[src/tmra_pkg.sv]
// Constants shared by the sixteen-bit timer block.
// Assumes a 32-bit register port with byte addresses.
package tmra_pkg;

  // ----------------------------------------------------------------
  // Register map
  // ----------------------------------------------------------------
  localparam logic [15:0] TMRA_CTRL_OFS = 16'h0600;
  localparam logic [15:0] TMRA_COUNT_OFS = 16'h0610;
  localparam logic [15:0] TMRA_PERIOD_OFS = 16'h0620;
  localparam logic [15:0] TMRA_IRQ_STAT_OFS = 16'h0630;
  localparam logic [15:0] TMRA_IRQ_CLR_OFS = 16'h0640;
  localparam logic [15:0] TMRA_IRQ_EN_OFS = 16'h0650;

  // Alias offsets within a register's 16-byte slot
  localparam logic [3:0] TMRA_ALIAS_CLR_OFS = 4'h4;
  localparam logic [3:0] TMRA_ALIAS_SET_OFS = 4'h8;
  localparam logic [3:0] TMRA_ALIAS_INV_OFS = 4'hC;

  // ----------------------------------------------------------------
  // Control fields
  // ----------------------------------------------------------------
  localparam int TMRA_ON_BIT = 15;
  localparam int TMRA_STOP_IDLE_BIT = 13;
  localparam int TMRA_WRITE_DIS_BIT = 12;
  localparam int TMRA_WRITE_PEND_BIT = 11;
  localparam int TMRA_GATE_EN_BIT = 7;
  localparam int TMRA_PRESCALE_HI = 5;
  localparam int TMRA_PRESCALE_LO = 4;
  localparam int TMRA_EXT_SYNC_BIT = 2;
  localparam int TMRA_CLK_SEL_BIT = 1;
  localparam logic [15:0] TMRA_CTRL_WMASK = 16'hB0B6;

  // ----------------------------------------------------------------
  // Reset values and event bits
  // ----------------------------------------------------------------
  localparam logic [15:0] TMRA_CTRL_RST = 16'h0000;
  localparam logic [15:0] TMRA_COUNT_RST = 16'h0000;
  localparam logic [15:0] TMRA_PERIOD_RST = 16'hFFFF;
  localparam int TMRA_EVT_PERIOD = 0;
  localparam int TMRA_EVT_GATE = 1;
  localparam int TMRA_EVT_NUM = 2;

  // ----------------------------------------------------------------
  // Prescale divisors (minus one), by select code
  // ----------------------------------------------------------------
  localparam logic [7:0] TMRA_DIV1_M1 = 8'h00;
  localparam logic [7:0] TMRA_DIV8_M1 = 8'h07;
  localparam logic [7:0] TMRA_DIV64_M1 = 8'h3F;
  localparam logic [7:0] TMRA_DIV256_M1 = 8'hFF;

  typedef enum logic [1:0] {
    TMRA_OP_WRITE = 2'b00,
    TMRA_OP_CLR = 2'b01,
    TMRA_OP_SET = 2'b10,
    TMRA_OP_INV = 2'b11
  } tmra_op_t;

  typedef enum logic [0:0] {
    TMRA_WR_IDLE = 1'b0,
    TMRA_WR_PENDING = 1'b1
  } tmra_wr_state_t;

endpackage

[src/tmra_timer.sv]
// Sixteen-bit general-purpose timer with control, count and period
// registers, alias addresses and a level interrupt.
// Assumes one 125 MHz clock; extClkPin and gatePin are asynchronous.
`timescale 1ns/10ps
module tmra_timer
  import tmra_pkg::*;
#(
  parameter int ADDR_WIDTH = 16
) (
  // Clock and reset
  input wire logic sys_clk,
  input wire logic reset,
  // Register port
  input wire logic [ADDR_WIDTH-1:0] regAddr,
  input wire logic [31:0] regWdata,
  input wire logic regWrite,
  input wire logic regRead,
  output logic [31:0] regRdata,
  // Device state
  input wire logic idleMode,
  // Pins
  input wire logic extClkPin,
  input wire logic gatePin,
  // Interrupt
  output logic timerIrq
);

  // ----------------------------------------------------------------
  // Elaboration checks
  // ----------------------------------------------------------------
  if (ADDR_WIDTH < 16 || ADDR_WIDTH > 32) begin : g_bad_addr
    $error("ADDR_WIDTH must lie between 16 and 32");
  end

  // ----------------------------------------------------------------
  // Decode helpers
  // ----------------------------------------------------------------
  function automatic logic slotHit(input logic [ADDR_WIDTH-1:0] a,
                                   input logic [15:0] base);
    slotHit = (a[ADDR_WIDTH-1:4] == (ADDR_WIDTH-4)'(base[15:4]))
              && (a[1:0] == 2'b00);
  endfunction

  function automatic tmra_op_t aliasOp(input logic [ADDR_WIDTH-1:0] a);
    case (a[3:0])
      TMRA_ALIAS_CLR_OFS: aliasOp = TMRA_OP_CLR;
      TMRA_ALIAS_SET_OFS: aliasOp = TMRA_OP_SET;
      TMRA_ALIAS_INV_OFS: aliasOp = TMRA_OP_INV;
      default: aliasOp = TMRA_OP_WRITE;
    endcase
  endfunction

  function automatic logic [15:0] aliasApply(input logic [15:0] old,
                                             input logic [15:0] data,
                                             input tmra_op_t op);
    case (op)
      TMRA_OP_CLR: aliasApply = old & ~data;
      TMRA_OP_SET: aliasApply = old | data;
      TMRA_OP_INV: aliasApply = old ^ data;
      default: aliasApply = data;
    endcase
  endfunction

  function automatic logic exactHit(input logic [ADDR_WIDTH-1:0] a,
                                    input logic [15:0] base);
    exactHit = (a == ADDR_WIDTH'(base));
  endfunction

  // ----------------------------------------------------------------
  // Registers and state
  // ----------------------------------------------------------------
  logic [15:0] control_reg;
  logic [15:0] count_reg;
  logic [15:0] period_reg;
  logic [TMRA_EVT_NUM-1:0] irqStatus_reg;
  logic [TMRA_EVT_NUM-1:0] irqEnable_reg;
  logic [31:0] rdata_reg;
  logic irq_reg;

  logic [2:0] extSync_reg;
  logic [2:0] gateSync_reg;

  // ----------------------------------------------------------------
  // Control field views
  // ----------------------------------------------------------------
  logic timerOn;
  logic stopInIdle;
  logic asyncWriteDisable;
  logic gateAccumulateEnable;
  logic [1:0] prescaleSelect;
  logic externalClockSync;
  logic clockSourceSelect;
  logic asyncMode;
  logic asyncWritePending;

  assign timerOn = control_reg[TMRA_ON_BIT];
  assign stopInIdle = control_reg[TMRA_STOP_IDLE_BIT];
  assign asyncWriteDisable = control_reg[TMRA_WRITE_DIS_BIT];
  assign gateAccumulateEnable = control_reg[TMRA_GATE_EN_BIT];
  assign prescaleSelect = control_reg[TMRA_PRESCALE_HI:TMRA_PRESCALE_LO];
  assign externalClockSync = control_reg[TMRA_EXT_SYNC_BIT];
  assign clockSourceSelect = control_reg[TMRA_CLK_SEL_BIT];
  // Unsynchronised external clock is the asynchronous mode
  assign asyncMode = clockSourceSelect && !externalClockSync;

  // ----------------------------------------------------------------
  // Bus decode
  // ----------------------------------------------------------------
  logic hitCtrl;
  logic hitCount;
  logic hitPeriod;
  tmra_op_t busOp;
  logic [15:0] ctrlNew;
  logic [15:0] countNew;
  logic [15:0] periodNew;

  // Control, count and period answer at their base and three aliases
  assign hitCtrl = slotHit(regAddr, TMRA_CTRL_OFS);
  assign hitCount = slotHit(regAddr, TMRA_COUNT_OFS);
  assign hitPeriod = slotHit(regAddr, TMRA_PERIOD_OFS);
  assign busOp = aliasOp(regAddr);
  assign ctrlNew = aliasApply(control_reg, regWdata[15:0], busOp);
  assign countNew = aliasApply(count_reg, regWdata[15:0], busOp);
  assign periodNew = aliasApply(period_reg, regWdata[15:0], busOp);

  // ----------------------------------------------------------------
  // Pin synchronisers
  // ----------------------------------------------------------------
  // Bit 0 is the metastable stage; bits 1 and 2 feed logic
  always_ff @(posedge sys_clk) begin
    if (reset) begin
      extSync_reg <= 3'h0;
      gateSync_reg <= 3'h0;
    end else begin
      extSync_reg <= {extSync_reg[1:0], extClkPin};
      gateSync_reg <= {gateSync_reg[1:0], gatePin};
    end
  end

  logic extRise;
  logic gateLevel;
  logic gateFall;

  assign extRise = extSync_reg[1] && !extSync_reg[2];
  assign gateLevel = gateSync_reg[1];
  assign gateFall = !gateSync_reg[1] && gateSync_reg[2];

  // ----------------------------------------------------------------
  // Tick source
  // ----------------------------------------------------------------
  logic running;
  logic srcTick;
  logic tick;
  logic gatedMode;

  // Halted by the enable bit or by idle with stop-in-idle
  assign running = timerOn && !(idleMode && stopInIdle);
  // Gating only applies to the internal clock
  assign gatedMode = !clockSourceSelect && gateAccumulateEnable;

  always_comb begin
    if (!running) begin
      srcTick = 1'b0;
    end else if (clockSourceSelect) begin
      srcTick = extRise;
    end else if (gatedMode) begin
      srcTick = gateLevel;
    end else begin
      srcTick = 1'b1;
    end
  end

  // Prescaler restarts whenever the enable bit is low
  tmra_prescaler u_prescaler (
    .sys_clk(sys_clk),
    .reset(reset),
    .clear(!timerOn),
    .prescaleSelect(prescaleSelect),
    .srcTick(srcTick),
    .tickOut(tick)
  );

  // ----------------------------------------------------------------
  // Count write path
  // ----------------------------------------------------------------
  logic countWriteReq;
  logic countApply;
  logic [15:0] countApplyValue;

  assign countWriteReq = regWrite && hitCount;

  tmra_async_write u_async_write (
    .sys_clk(sys_clk),
    .reset(reset),
    .asyncMode(asyncMode),
    .writeDisable(asyncWriteDisable),
    .extEdge(extRise),
    .writeReq(countWriteReq),
    .writeValue(countNew),
    .pending(asyncWritePending),
    .applyPulse(countApply),
    .applyValue(countApplyValue)
  );

  // ----------------------------------------------------------------
  // Control and period registers
  // ----------------------------------------------------------------
  always_ff @(posedge sys_clk) begin
    if (reset) begin
      control_reg <= TMRA_CTRL_RST;
    end else if (regWrite && hitCtrl) begin
      control_reg <= ctrlNew & TMRA_CTRL_WMASK;
    end
  end

  always_ff @(posedge sys_clk) begin
    if (reset) begin
      period_reg <= TMRA_PERIOD_RST;
    end else if (regWrite && hitPeriod) begin
      period_reg <= periodNew;
    end
  end

  // ----------------------------------------------------------------
  // Counter
  // ----------------------------------------------------------------
  logic periodMatch;

  assign periodMatch = tick && !countApply && (count_reg == period_reg);

  // A software write overrides the tick of the same cycle
  always_ff @(posedge sys_clk) begin
    if (reset) begin
      count_reg <= TMRA_COUNT_RST;
    end else if (countApply) begin
      count_reg <= countApplyValue;
    end else if (periodMatch) begin
      count_reg <= 16'h0000;
    end else if (tick) begin
      count_reg <= count_reg + 16'h0001;
    end
  end

  // ----------------------------------------------------------------
  // Interrupt status, clear and enable
  // ----------------------------------------------------------------
  logic [TMRA_EVT_NUM-1:0] events;
  logic [TMRA_EVT_NUM-1:0] clearBits;

  assign events[TMRA_EVT_PERIOD] = periodMatch;
  assign events[TMRA_EVT_GATE] = running && gatedMode && gateFall;
  assign clearBits = (regWrite && exactHit(regAddr, TMRA_IRQ_CLR_OFS))
                     ? regWdata[TMRA_EVT_NUM-1:0] : '0;

  // Set wins over a clear written in the same cycle
  always_ff @(posedge sys_clk) begin
    if (reset) begin
      irqStatus_reg <= '0;
    end else begin
      irqStatus_reg <= (irqStatus_reg & ~clearBits) | events;
    end
  end

  always_ff @(posedge sys_clk) begin
    if (reset) begin
      irqEnable_reg <= '0;
    end else if (regWrite && exactHit(regAddr, TMRA_IRQ_EN_OFS)) begin
      irqEnable_reg <= regWdata[TMRA_EVT_NUM-1:0];
    end
  end

  // Lags the status bit by one cycle so the output is a flop
  always_ff @(posedge sys_clk) begin
    if (reset) begin
      irq_reg <= 1'b0;
    end else begin
      irq_reg <= |(irqStatus_reg & irqEnable_reg);
    end
  end

  // ----------------------------------------------------------------
  // Read path
  // ----------------------------------------------------------------
  logic [15:0] ctrlView;
  logic [31:0] readMux;

  // Pending flag forced low outside asynchronous mode
  always_comb begin
    ctrlView = control_reg;
    ctrlView[TMRA_WRITE_PEND_BIT] = asyncWritePending;
  end

  // Aliases read back the register itself; unmapped reads give zero
  always_comb begin
    readMux = 32'h0000_0000;
    if (hitCtrl) begin
      readMux = {16'h0000, ctrlView};
    end else if (hitCount) begin
      readMux = {16'h0000, count_reg};
    end else if (hitPeriod) begin
      readMux = {16'h0000, period_reg};
    end else if (exactHit(regAddr, TMRA_IRQ_STAT_OFS)) begin
      readMux = {{(32 - TMRA_EVT_NUM){1'b0}}, irqStatus_reg};
    end else if (exactHit(regAddr, TMRA_IRQ_EN_OFS)) begin
      readMux = {{(32 - TMRA_EVT_NUM){1'b0}}, irqEnable_reg};
    end
  end

  // Data stand for exactly the cycle after the strobe
  always_ff @(posedge sys_clk) begin
    if (reset) begin
      rdata_reg <= 32'h0000_0000;
    end else if (regRead) begin
      rdata_reg <= readMux;
    end else begin
      rdata_reg <= 32'h0000_0000;
    end
  end

  // ----------------------------------------------------------------
  // Outputs
  // ----------------------------------------------------------------
  assign regRdata = rdata_reg;
  assign timerIrq = irq_reg;

endmodule

[src/tmra_prescaler.sv]
// Input prescaler: passes one of every 1, 8, 64 or 256 source ticks.
// Assumes source ticks are one-cycle pulses on sys_clk.
`timescale 1ns/10ps
module tmra_prescaler
  import tmra_pkg::*;
(
  // Clock and reset
  input wire logic sys_clk,
  input wire logic reset,
  // Control
  input wire logic clear,
  input wire logic [1:0] prescaleSelect,
  // Ticks
  input wire logic srcTick,
  output logic tickOut
);

  logic [7:0] divCount_reg;
  logic [7:0] divLimit;

  always_comb begin
    case (prescaleSelect)
      2'b11: divLimit = TMRA_DIV256_M1;
      2'b10: divLimit = TMRA_DIV64_M1;
      2'b01: divLimit = TMRA_DIV8_M1;
      default: divLimit = TMRA_DIV1_M1;
    endcase
  end

  // Compare with >= so a smaller divisor chosen mid-count still wraps
  assign tickOut = srcTick && (divCount_reg >= divLimit);

  always_ff @(posedge sys_clk) begin
    if (reset || clear) begin
      divCount_reg <= 8'h00;
    end else if (tickOut) begin
      divCount_reg <= 8'h00;
    end else if (srcTick) begin
      divCount_reg <= divCount_reg + 8'h01;
    end
  end

endmodule

[src/tmra_async_write.sv]
// Holds a count-register write until the next external clock edge
// when the timer runs on an unsynchronised external clock.
// Assumes extEdge is a one-cycle pulse already synchronised.
`timescale 1ns/10ps
module tmra_async_write
  import tmra_pkg::*;
(
  // Clock and reset
  input wire logic sys_clk,
  input wire logic reset,
  // Mode
  input wire logic asyncMode,
  input wire logic writeDisable,
  input wire logic extEdge,
  // Write request
  input wire logic writeReq,
  input wire logic [15:0] writeValue,
  // Result
  output logic pending,
  output logic applyPulse,
  output logic [15:0] applyValue
);

  tmra_wr_state_t state_reg;
  logic [15:0] held_reg;
  logic accept;

  assign pending = asyncMode && (state_reg == TMRA_WR_PENDING);
  // A protected pending write locks out newer ones
  assign accept = writeReq && !(pending && writeDisable);
  // Sync mode applies at once; async waits for the external clock edge
  assign applyPulse = asyncMode ? (state_reg == TMRA_WR_PENDING && extEdge)
                                : (writeReq || state_reg == TMRA_WR_PENDING);
  assign applyValue = (!asyncMode && writeReq) ? writeValue : held_reg;

  always_ff @(posedge sys_clk) begin
    if (reset) begin
      state_reg <= TMRA_WR_IDLE;
      held_reg <= 16'h0000;
    end else begin
      case (state_reg)
        TMRA_WR_IDLE: begin
          if (asyncMode && accept) begin
            state_reg <= TMRA_WR_PENDING;
            held_reg <= writeValue;
          end
        end
        TMRA_WR_PENDING: begin
          // A new write in the completing cycle stays pending
          if (asyncMode && accept) begin
            held_reg <= writeValue;
          end else if (applyPulse) begin
            state_reg <= TMRA_WR_IDLE;
          end
        end
        default: state_reg <= TMRA_WR_IDLE;
      endcase
    end
  end

endmodule

[config.mk]
export PLATFORM = sky130hd
export DESIGN_NAME = tmra_timer
export DESIGN_NICKNAME = d
export VERILOG_FILES = /design/src/tmra_pkg.sv /design/src/tmra_timer.sv /design/src/tmra_prescaler.sv /design/src/tmra_async_write.sv
export SDC_FILE = /design/constraint.sdc
export NUM_CORES = 1
export LEC_CHECK = 0
export BUFFER_PORTS_ARGS = -buffer_cell sky130_fd_sc_hd__buf_2
export CAP_MARGIN = 25
export CORE_MARGIN = 2
export CORE_UTILIZATION = 58
export CTS_BUF_LIST = sky130_fd_sc_hd__clkbuf_16
export DETAILED_ROUTE_END_ITERATION = 8
export PLACE_DENSITY_LB_ADDON = 0.12
export SLEW_MARGIN = 15
export SYNTH_ARGS = -nofsm -noshare
export SYNTH_HDL_FRONTEND = slang
export SYNTH_SLANG_ARGS = --single-unit
[constraint.sdc]
create_clock -name sys_clk -period 3.2 [get_ports sys_clk]
set_input_delay 0.64 -clock sys_clk [delete_from_list [all_inputs] [get_ports sys_clk]]
set_output_delay 0.64 -clock sys_clk [all_outputs]
set_load 0.005 [all_outputs]
# After elaboration in Yosys (flattened, before gate mapping)
# Index checks and enable logic that the tools add are counted.
# totals
elab_cells	116
out_inout_bits	33
reg_bits	108
# op_classes
n_addsub	2
bitwise	16
n_mux	24
eq_ne	16
n_reduce_logical	43
magnitude_cmp	1
# op_table
op	count
$pmux 16 s3	3
$mux 16	8
$and 16x16->16	3
$eq 16x11->1 const B	3
$or 16x16->16	3
$xor 16x16->16	3
$eq 12x7->1 const B	3
$logic_and 1x1->1	25
$pmux 8 s3	1
$add 16x1->16 const B	1
$eq 16x16->1	1
$not 16->16	1
$logic_not 1->1	9
$add 8x1->8 const B	1
$eq 2x2->1 const B	4
$eq 4x4->1 const B	2
$ge 8x8->1	1
$mux 1	7
$mux 2	3
$pmux 2 s3	1
$reduce_or 2->1	3
$reduce_or 6->1	1
$and 2x2->2	2
$eq 2x1->1 const B	2
9 further kinds	11

# Logic depth before layout (Yosys ltp)
# Gate-level depths: netlist (run 1).
# depth
depth_word	10
depth_mapped	10
ltp_nobuf	9

# Hierarchy
# Synthesis (run 1) repeated with hierarchy kept, for this count alone.
# hier_totals
cells_unflattened	806
hier_area_um2	6852.8
# modules_own_cells
mod	seq_area_each_um2	cells_per_inst	n_inst	area_each_um2
tmra_timer	1341.3	644	1	5196.2
tmra_async_write	340.3	96	1	1046.0
tmra_prescaler	160.2	66	1	610.6

# Worst setup path before layout (run 1)
# No wires, ideal clock.
# synth_timing
kind	input port to flip-flop
start	input port regAddr[13]
end	register count_reg[1]
arrival_ns	2.518
setup_time_ns	0.134
cell_stages	7
n_path_buf	1
path_slack_ns	0.548
cell_sequence	or4b_1 > nor4_4 > a31o_4 > a31oi_2 > buf_6 > a221oi_2 > nor3_1
# synth_between
elab_chain_cells	10
# synth_rtl
item	line_no	text
start, declared	tmra_timer.sv:14	input wire logic [ADDR_WIDTH-1:0] regAddr,
$eq 12x7->1 (*)	tmra_timer.sv:40	slotHit = (a[ADDR_WIDTH-1:4] == (ADDR_WIDTH-4)'(base[15:4]))
$logic_and 1x1->1 (*)	tmra_timer.sv:41	&& (a[1:0] == 2'b00);
$logic_and 1x1->1 (*)	tmra_timer.sv:190	assign countWriteReq = regWrite && hitCount;
$logic_or 1x1->1	tmra_async_write.sv:33	: (writeReq || state_reg == TMRA_WR_PENDING);
$mux 1	tmra_async_write.sv:32	assign applyPulse = asyncMode ? (state_reg == TMRA_WR_PENDING && extEdge)
$logic_not 1->1	tmra_timer.sv:229	assign periodMatch = tick && !countApply && (count_reg == period_reg);
$logic_and 1x1->1 (2 in series)	tmra_timer.sv:229	
$mux 16	tmra_timer.sv:237	end else if (periodMatch) begin
$mux 16	tmra_timer.sv:235	end else if (countApply) begin
end signal, assigned	tmra_timer.sv:236	count_reg <= countApplyValue;
end signal, assigned	tmra_timer.sv:240	count_reg <= count_reg + 16'h0001;
end, declared	tmra_timer.sv:73	logic [15:0] count_reg;
# Mark *: on every way between the ends. The rest lies on a longest branch, timed or not.
# A chain may end at the register's enable or synchronous reset.

# Worst setup path after layout (run 1)
# layout_timing
start	register control_reg[4]
end	register u_prescaler.divCount_reg[7]
# layout_between
elab_chain_cells	5
# layout_rtl
item	line_no	text
start, declared	tmra_timer.sv:72	logic [15:0] control_reg;
start signal, assigned	tmra_timer.sv:212	control_reg <= ctrlNew & TMRA_CTRL_WMASK;
$eq 2x1->1 / $eq 2x2->1 (equally long branches)	tmra_prescaler.sv:22	case (prescaleSelect)
$pmux 8 s3 (*)	tmra_prescaler.sv:22	
$ge 8x8->1 (*)	tmra_prescaler.sv:31	assign tickOut = srcTick && (divCount_reg >= divLimit);
$logic_and 1x1->1 (*)	tmra_prescaler.sv:31	
$reduce_or 2->1 (no line) (*)	-	
end signal, assigned	tmra_prescaler.sv:39	divCount_reg <= divCount_reg + 8'h01;
end, declared	tmra_prescaler.sv:18	logic [7:0] divCount_reg;
# Marked as above.

==> reports/results.tsv, run 1 <==
stage	metric	value	unit
status	outcome	complete, no violations	
synthesis	mapped cell area	6644	um^2
power	PwrDens	331.0	nW/um^2
synthesis	number of flops mapped to enable cells by yosys	0	
synthesis	Async SR Flop Fraction	0	%
setup_path	cells along the critical path	nor2_1 > inv_1 > ha_1 > nand2b_1 > a221oi_1 > o211ai_1 > buf_4 > nand2_1 > buf_4 > nand3_1 > a21oi_1	
setup_path	crit path kind	flop to flop	
floorplan	FP Rows	39	
global_route	initial antenna violation count	0	
detailed_routing	drt pass-1 iters	6	
detailed_routing	wire per inst	19.85	um
clocking	clock buffer depth	2	
setup_path	arrival time worst endpoint	3.31	ns
setup_path	CP max stage cell	dfxtp_1	
finish	most common cell after layout, fill and taps aside	dfxtp_1	
detailed_routing	total vias in the final route	6325	
placement	pre-CTS WS	0.2257	ns
setup_path	Critical path origin	control_reg[4]	
timing	Worst Tran Pin Value	0.8124	ns
setup_path	CP dominant cell by count	buf_4	
synthesis	Synth cell types	73	
synthesis	post-synth top area share	27.72	%
clocking	CTS tree	done	
synthesis	Seq/Total Area, Yosys	27.72	%
setup_path	startpoint class of the critical path	flop	
timing	Final period util	95.17	%
timing	fmax	328.4	MHz
setup_path	Worst setup EP type	flop	
finish	Multi-input gate area	4269	um^2
setup_path	Buf+Inv Stages, Crit Path	3	
detailed_routing	Vias/cell	6.382	
setup_path	CP delay by family, top	compound AO/OA/AOI/OAI gates	
placement	Detailed Place HPWL	14040	um
power	share of power burned in registers	47.5	%
clocking	hold buffer count at cts	0	
setup_path	Crit. path cell count	11	
floorplan	chip height	111.0	um
power	VDD IR max	0.2915	mV
finish	antenna cell count	0	
timing	fin crit period	3.045	ns
power	NetSw	0.0006036	W
floorplan	starting density of the core	58.69	%
finish	Final Cell Area	7305	um^2
timing	setup TNS	0	ns
placement	gp weighted congestion	0.9632	
detailed_routing	post-route DRC violation count	0	
synthesis	Mapped Cells	806	
finish	most frequent cells in the layout	dfxtp_1, ha_1, nor2_1	
synthesis	top cells by area, synth	dfxtp_1, ha_1, nor2_1	
clocking	clk slew on worst S/H paths	0.06	ns
finish	Fill cells	959	
finish	register cell area after layout	1842	um^2
finish	Area Growth Syn to Fin	9.944	%
synthesis	Mean Syn Cell Area	8.243	um^2
clocking	CTS Sinks	92	
setup_path	reg2reg start	control_reg[4]	
setup_path	r2r worst-path depth	11	
power	total power	0.002418	W
detailed_routing	Antenna Violating Nets Remaining	0	
global_route	gr usage total	32.12	%
power	Leakage	3.067	nW
setup_path	Critical Path Max Stage Delay	0.41	ns
power	Clock power frac	43.1	%
power	logic gate share of total power	9.4	%
global_route	vias in the first global route	6039	
floorplan	IO Count	88	
finish	layout cells sized above 1	14.03	%
synthesis	Synth Flop Type	dfxtp_1	
setup_path	crit path to	u_prescaler.divCount_reg[7]	
setup_path	reg2reg setup slack	0.15	ns
detailed_routing	WL final	19670	um
timing	# setup viols final	0	
clocking	clk_lat worst skew	0.35	ns
timing	RSZ-0062 raised after global routing	false	
floorplan	die area	12330	um^2
timing	Setup WS post-layout	0.1547	ns
synthesis	Yosys reg bits	92	
power	P_int	0.001814	W
finish	nets	988	
timing	Fin Clk Skew	0.005355	ns
clocking	H-tree Lvls	3	
floorplan	chip width	111.0	um
timing	Max-Slew Margin vs Limit	45.34	%
global_route	largest net degree at the start of global routing	41	
synthesis	yosys synthesis warning count	0	
synthesis	post-synth top area cell	dfxtp_1	
timing	Fin Hold WS	0.4476	ns
timing	Final Hold Viols	0	
power	sw frac	24.97	%
placement	port bufs	55	
timing	max-slew violations	0	
global_route	first-pass GRT wire length	31560	um
detailed_routing	Iter 0 DRT Violations	597	
floorplan	area of the core	11320	um^2
global_route	GRT overflow	0	
setup_path	Reg-to-Reg End	u_prescaler.divCount_reg[7]	
placement	area of placed instances	7020	um^2
min_path	worst min path class	flop to flop	
clocking	TritonCTS buffer count	9	
setup_path	Max FO, Critical Path	14	
setup_path	Worst EP required	3.47	ns
run	max cap viols	0	
clocking	Root Driver	clkbuf_16	
==> cell type report <==
| class | count | area share, % |
|---|---|---|
| Tap cell | 143 | 2.449 |
| Clock inverter | 6 | 0.6852 |
| Sequential cell | 92 | 25.21 |
| Inverter | 63 | 3.237 |
| Multi-Input combinational cell | 596 | 58.44 |
| Timing Repair Buffer | 82 | 6.886 |
| Clock buffer | 9 | 3.083 |
==> routing by layer <==
layer	routed length (um)	share of wire, %	global-route usage, %
met3	1551	7.9	4.046
met1	8555	43	44.36
met2	8874	45	49.53
met4	685	3.5	16.30
met5	0	0	0
==> power groups by stage <==
stage                     registers, W  clock network (W)  logic, W
after floorplan                0.00117                  0  0.000147
after global placement         0.00117                  0  0.000208
after detailed placement       0.00117                  0  0.000220
after CTS                      0.00115            0.00105  0.000221
after global routing           0.00115            0.00110  0.000248
final                          0.00115            0.00104  0.000226
==> kinds of logic (layout without fill, tap and decap cells) <==
group                    count (synthesis)  after routing  synth area share (%)
AO/OA/AOI/OAI                          201            201                 22.41
XOR/XNOR                                23             23                 3.032
adder cells (fa/ha/maj)                 89             89                 16.76
buffers and inverters                  133            160                 9.322
flip-flops                              92             92                 27.72
multiplexers                            13             13                 1.958
other                                    1             16               0.05644
AND/OR/NAND/NOR                        254            254                 18.74
==> Yosys cell counts, types with 19 or more instances <==
cell	instances
dfxtp_1	92
ha_1	89
nor2_1	86
nand2_1	65
inv_1	63
o21ai_0	41
clkbuf_1	36
a211oi_1	31
a22oi_1	24
o211ai_1	22
nand3_1	20
buf_4	19
==> metrics by stage <==
step | utilization [%] | cells
3_3_place_gp | 62.01 | 976
5_1_grt | 64.52 | 991
3_5_place_dp | 62.01 | 976
4_1_cts | 64.45 | 991
2_1_floorplan | - | 821
6_report | 64.52 | 991
==> how the worst min path moves through the flow <==
stage | start | end | slack [ns] | depth (start not counted)
floorplan | extSync_reg[0] | extSync_reg[1] | 0.41 | 1
global placement | extSync_reg[0] | extSync_reg[1] | 0.42 | 1
detailed placement | extSync_reg[0] | extSync_reg[1] | 0.44 | 1
CTS | extSync_reg[0] | extSync_reg[1] | 0.46 | 1
global route | gateSync_reg[0] | gateSync_reg[1] | 0.47 | 1
finish | extSync_reg[0] | extSync_reg[1] | 0.45 | 1
==> timing repair <==
item | CTS | global route
buffers inserted | 0 | 0
hold endpoints to repair | 0 | 0
gates resized for setup | 0 | 1
setup endpoints to repair | 0 | 1
Power figures use the tool's default switching activity.
==> inputs of run 2 (changes only) <==
- ABC_AREA: not set -> 1
==> run 2 against run 1 <==
Combinational power decreased by 6%; clock skew increased by 0.0027 ns; cell area increased by 4.3%; wire length decreased by 7.5%; clock power decreased by 7%; synthesized cell count increased by 27%; register-to-register slack improved by 0.84 ns; non-clock buffer count decreased by 3; die area increased by 5.1%; cell count increased by 23%; power decreased by 3.8%.
==> reports/results.tsv, run 2 <==
stage	metric	value	unit
floorplan	IO Count	88	
timing	Worst Tran Pin Value	0.7859	ns
synthesis	mapped cell area	6997	um^2
timing	fin crit period	2.208	ns
synthesis	top cells by area, synth	dfxtp_1, ha_1, nand2_1	
synthesis	post-synth top area share	26.32	%
power	VDD IR max	0.2934	mV
clocking	TritonCTS buffer count	9	
clocking	H-tree Lvls	3	
floorplan	chip width	113.8	um
global_route	gr usage total	29.82	%
detailed_routing	Iter 0 DRT Violations	437	
synthesis	Mapped Cells	1021	
finish	nets	1212	
run	max cap viols	0	
floorplan	FP Rows	40	
setup_path	Worst EP required	3.48	ns
synthesis	Async SR Flop Fraction	0	%
clocking	postcts setup bufs	0	
min_path	worst min path class	flop to flop	
synthesis	yosys synthesis warning count	0	
detailed_routing	M1 WL	8436	um
global_route	first-pass GRT wire length	30570	um
setup_path	reg2reg start	control_reg[5]	
synthesis	Post-synth top cells	nand2_1, inv_1, nor2_1, dfxtp_1, a21oi_1	
synthesis	cell with the most instances after synthesis	nand2_1	
clocking	hold buffer count at cts	0	
setup_path	crit path to	count_reg[4]	
finish	most frequent cells in the layout	nand2_1, inv_1, nor2_1	
detailed_routing	Vias/cell	5.363	
setup_path	Worst setup EP type	flop	
synthesis	post-synth top area cell	dfxtp_1	
detailed_routing	total vias in the final route	6543	
setup_path	startpoint class of the critical path	flop	
floorplan	die area	12960	um^2
clocking	CTS Sinks	92	
setup_path	Critical path origin	control_reg[5]	
timing	fmax	453.0	MHz
detailed_routing	DR WL met2	8331	um
timing	Setup WS post-layout	0.9923	ns
finish	Area Growth Syn to Fin	8.906	%
clocking	CTS tree	done	
global_route	vias in the first global route	6111	
synthesis	Mean Syn Cell Area	6.853	um^2
timing	setup TNS	0	ns
placement	port bufs	55	
clocking	clk slew on worst S/H paths	0.06	ns
setup_path	Max FO, Critical Path	32	
placement	gp weighted congestion	0.8556	
floorplan	starting density of the core	58.74	%
finish	layout cells sized above 1	11.09	%
timing	max-slew violations	0	
timing	Final period util	68.99	%
floorplan	chip height	113.8	um
detailed_routing	drt pass-1 iters	5	
synthesis	Yosys reg bits	92	
timing	Final Hold Viols	0	
placement	Detailed Place HPWL	13300	um
detailed_routing	met3 WL	976	um
timing	Fin Clk Skew	0.008029	ns
setup_path	reg2reg setup slack	0.99	ns
clocking	clk_lat worst skew	0.35	ns
clocking	clock buffer depth	2	
global_route	largest net degree at the start of global routing	38	
global_route	initial antenna violation count	0	
clocking	PostCTS Resize Cnt	0	
setup_path	crit path kind	flop to flop	
synthesis	Synth cell types	39	
finish	antenna cell count	0	
synthesis	Seq/Total Area, Yosys	26.32	%
finish	Util after Layout	63.97	%
detailed_routing	Antenna Violating Nets Remaining	0	
setup_path	arrival time worst endpoint	2.49	ns
setup_path	Reg-to-Reg End	count_reg[4]	
timing	# setup viols final	0	
timing	RSZ-0062 raised after global routing	false	
synthesis	number of flops mapped to enable cells by yosys	0	
floorplan	area of the core	11910	um^2
placement	pre-CTS WS	0.7295	ns
synthesis	Synth Flop Type	dfxtp_1	
status	outcome	complete, no violations	
detailed_routing	WL final	18180	um
power	PwrDens	305.3	nW/um^2
finish	most common cell after layout, fill and taps aside	nand2_1	
detailed_routing	Max Used Layer	met4	
timing	Max-Slew Margin vs Limit	47.55	%
clocking	Root Driver	clkbuf_16	
power	Leakage	3.732	nW
global_route	GRT overflow	0	
detailed_routing	post-route DRC violation count	0	
detailed_routing	wire per inst	14.90	um
setup_path	r2r worst-path depth	16	
run 2: how the worst min path moves through the flow:
stage               startpoint               to  depth (start not counted)
3_5_place_dp   gateSync_reg[0]  gateSync_reg[1]                          2
6_report        extSync_reg[0]   extSync_reg[1]                          2
4_1_cts         extSync_reg[0]   extSync_reg[1]                          2
3_3_place_gp    extSync_reg[0]   extSync_reg[1]                          2
2_1_floorplan   extSync_reg[0]   extSync_reg[1]                          2
5_1_grt         extSync_reg[0]   extSync_reg[1]                          2
run 2: power breakdown:
part / switching [W] / internal [W] / leakage (nW)
sequential: 0.000000902 / 0.00115 / 0.742
clock: 0.000456 / 0.000509 / 0.136
combinational: 0.000138 / 0.0000744 / 2.85
total: 0.000595 / 0.00173 / 3.73
run 2: area by class of cell:
type | count | area [um^2]
inverters | 132 | 496.7
clock inverters | 7 | 27.53
fillers | 1134 | 4292
clock buffers | 9 | 225.2
flip-flops and latches | 92 | 1842
well taps | 147 | 183.9
repair buffers | 79 | 467.9
multi-input cells | 754 | 4377
run 2: worst max-delay path, cell delays in order, from the launching register on:
cell	delay, ns
dfxtp_1	0.39
nor2_1	0.25
inv_1	0.08
ha_1	0.28
inv_1	0.05
nand2_1	0.04
nand2_1	0.05
nand3_1	0.06
nand2_1	0.06
nand2_1	0.04
nand2_1	0.05
nand2_1	0.05
nand2_1	0.17
nand2_4	0.25
nand2_1	0.14
inv_2	0.03
a21oi_1	0.14
run 2: per-layer routing:
metal,track usage (%),up-vias
met5,0,-
met4,11.71,0
met3,3.666,30
met2,49.78,167
met1,39.44,2993
li1,-,3353
run 2: kinds of logic (layout without fill, tap and decap cells):
group                    Yosys count  in the layout  share of synthesized area, %
AO/OA/AOI/OAI                    223            223                         17.90
XOR/XNOR                          27             27                         3.380
adder cells (fa/ha/maj)           89             89                         15.92
buffers and inverters            190            227                         11.93
flip-flops                        92             92                         26.32
other                              1             16                       0.05360
AND/OR/NAND/NOR                  399            399                         24.50
run 2: metrics by stage:
stage / std cells / hold WS, ns / instance area [um^2] / power, W
floorplan: 1036 / 0.3883 / 7053 / 0.001323
global placement: 1204 / 0.4023 / 7367 / 0.001381
detailed placement: 1204 / 0.4022 / 7367 / 0.001385
CTS: 1220 / 0.4158 / 7620 / 0.002336
global route: 1220 / 0.4389 / 7620 / 0.002416
finish: 1220 / 0.4140 / 7620 / 0.002326
==> inputs of run 3 (changes only) <==
- clock period: 3.2 -> 2.25 ns (I/O delays scaled with it)
==> run 3 against run 2 <==
Clock-buffer cell count unchanged; utilization up 0.87 points; clock power up 41%; combinational power up 48%; wire length up 2.1%.
==> reports/results.tsv, run 3 (same netlist as run 2, synthesis figures left out) <==
stage	metric	value	unit
timing	max-slew violations	0	
finish	antenna cell count	0	
finish	Util after Layout	64.84	%
clocking	H-tree Lvls	3	
timing	Max-Slew Margin vs Limit	53.44	%
floorplan	starting density of the core	58.74	%
clocking	clk slew on worst S/H paths	0.07	ns
global_route	gr usage total	29.67	%
global_route	M1 GR Usage	38.73	%
floorplan	chip height	113.8	um
global_route	vias in the first global route	6170	
setup_path	crit path kind	flop to flop	
floorplan	die area	12960	um^2
setup_path	Max FO, Critical Path	9	
power	total power	0.003308	W
placement	Detailed Place HPWL	13300	um
global_route	GR peak layer	met2	
setup_path	Buf+Inv Stages, Crit Path	4	
setup_path	Crit. path cell count	16	
setup_path	arrival time worst endpoint	2.38	ns
min_path	HP Start	gatePin	
placement	gp weighted congestion	0.9012	
clocking	CTS Sinks	92	
floorplan	FP Rows	40	
detailed_routing	WL final	18560	um
setup_path	cells along the critical path	nor2_2 > inv_1 > ha_1 > inv_1 > nand2_1 > nand2_1 > nand3_1 > nand2_1 > nand2_1 > nand2_1 > nand2_1 > nand2_2 > inv_1 > nand2_4 > buf_12 > a21oi_1	
detailed_routing	Vias/cell	5.389	
global_route	first-pass GRT wire length	30580	um
clocking	Root Driver	clkbuf_16	
detailed_routing	Antenna Violating Nets Remaining	0	
timing	Fin Clk Skew	0.008673	ns
setup_path	CP max stage cell	dfxtp_1	
clocking	CTS tree	done	
floorplan	chip width	113.8	um
setup_path	Worst EP required	2.53	ns
power	Leakage	3.763	nW
timing	fin crit period	2.098	ns
floorplan	IO Count	88	
timing	setup TNS	0	ns
run	max cap viols	0	
min_path	WHS Path Cells	3	
detailed_routing	drt pass-1 iters	5	
finish	layout cells sized above 1	11.78	%
clocking	clock buffer depth	2	
placement	pre-CTS WS	0.06793	ns
setup_path	Critical Path Max Stage Delay	0.38	ns
detailed_routing	wire per inst	15.15	um
global_route	initial antenna violation count	0	
detailed_routing	post-route DRC violation count	0	
timing	fmax	476.8	MHz
floorplan	area of the core	11910	um^2
global_route	GRT overflow	0	
global_route	met3 Resource Use GR	4.888	%
detailed_routing	Iter 0 DRT Violations	440	
detailed_routing	total vias in the final route	6601	
timing	Fin Hold WS	0.3027	ns
finish	most common cell after layout, fill and taps aside	nand2_1	
placement	port bufs	55	
setup_path	CP delay by family, top	simple AND/OR/NAND/NOR gates	
clocking	hold buffer count at cts	0	
timing	Final period util	93.22	%
power	PwrDens	428.3	nW/um^2
setup_path	CP dominant cell by count	nand2_1	
timing	RSZ-0062 raised after global routing	true	
timing	Worst Tran Pin Value	0.6976	ns
setup_path	Worst setup EP type	flop	
status	outcome	complete, no violations	
setup_path	reg2reg start	control_reg[5]	
timing	# setup viols final	0	
finish	Area Growth Syn to Fin	10.39	%
setup_path	r2r worst-path depth	16	
clocking	clk_lat worst skew	0.35	ns
finish	nets	1218	
setup_path	Critical path origin	control_reg[5]	
min_path	worst min path class	primary input to flop	
finish	most frequent cells in the layout	nand2_1, inv_1, nor2_1, dfxtp_1, a21oi_1	
setup_path	startpoint class of the critical path	flop	
global_route	met2 Resource Use GR	48.70	%
timing	Setup WS post-layout	0.1525	ns
power	VDD IR max	0.3490	mV
timing	Final Hold Viols	0	
clocking	TritonCTS buffer count	9	
global_route	largest net degree at the start of global routing	41	
## run 3: repair_timing
action,in CTS,in global routing
gates resized for setup,0,3
buffers inserted,0,1
setup endpoints to repair,0,24
## run 3: per-layer routing
metal	up-vias	part of all wire (%)	routed length [um]
met5	-	0	0
met4	0	3.3	610
met3	41	6.5	1210
met2	231	46	8495
met1	2962	44	8244
li1	3367	-	-
## run 3: worst paths after layout
path | end | slack (ns)
setup / recovery | irqStatus_reg[0] | 0.15
hold / removal | gateSync_reg[0] | 0.30
setup reg to reg | irqStatus_reg[0] | 0.15
hold reg to reg | gateSync_reg[1] | 0.40
## run 3: per-stage QoR
| step | instance area [um^2] | instances |
|---|---|---|
| after global routing | 7724 | 1225 |
| after floorplan | 7053 | 1036 |
| final | 7724 | 1225 |
| after detailed placement | 7435 | 1208 |
| after global placement | 7435 | 1208 |
| after CTS | 7684 | 1223 |
## run 3: final cells by class
class,count,area (um^2)
Timing Repair Buffer,84,555.5
Clock inverter,6,23.77
Clock buffer,9,225.2
Inverter,132,496.7
Fill cell,1114,4188
Tap cell,147,183.9
Multi-Input combinational cell,755,4397
Sequential cell,92,1842
## run 3: where the power goes
group          leakage, nW  switching (W)  internal [W]  total (W)
logic                 2.89       0.000202      0.000110   0.000313
registers            0.742     0.00000126       0.00163    0.00163
clock network        0.126       0.000639      0.000722    0.00136
total                 3.76       0.000843       0.00246    0.00331
## run 3: worst min-delay path, delay by kind of cell
kind,cells,cell delay [ns]
buf+inv,2,0.11
simple gates,1,0.06
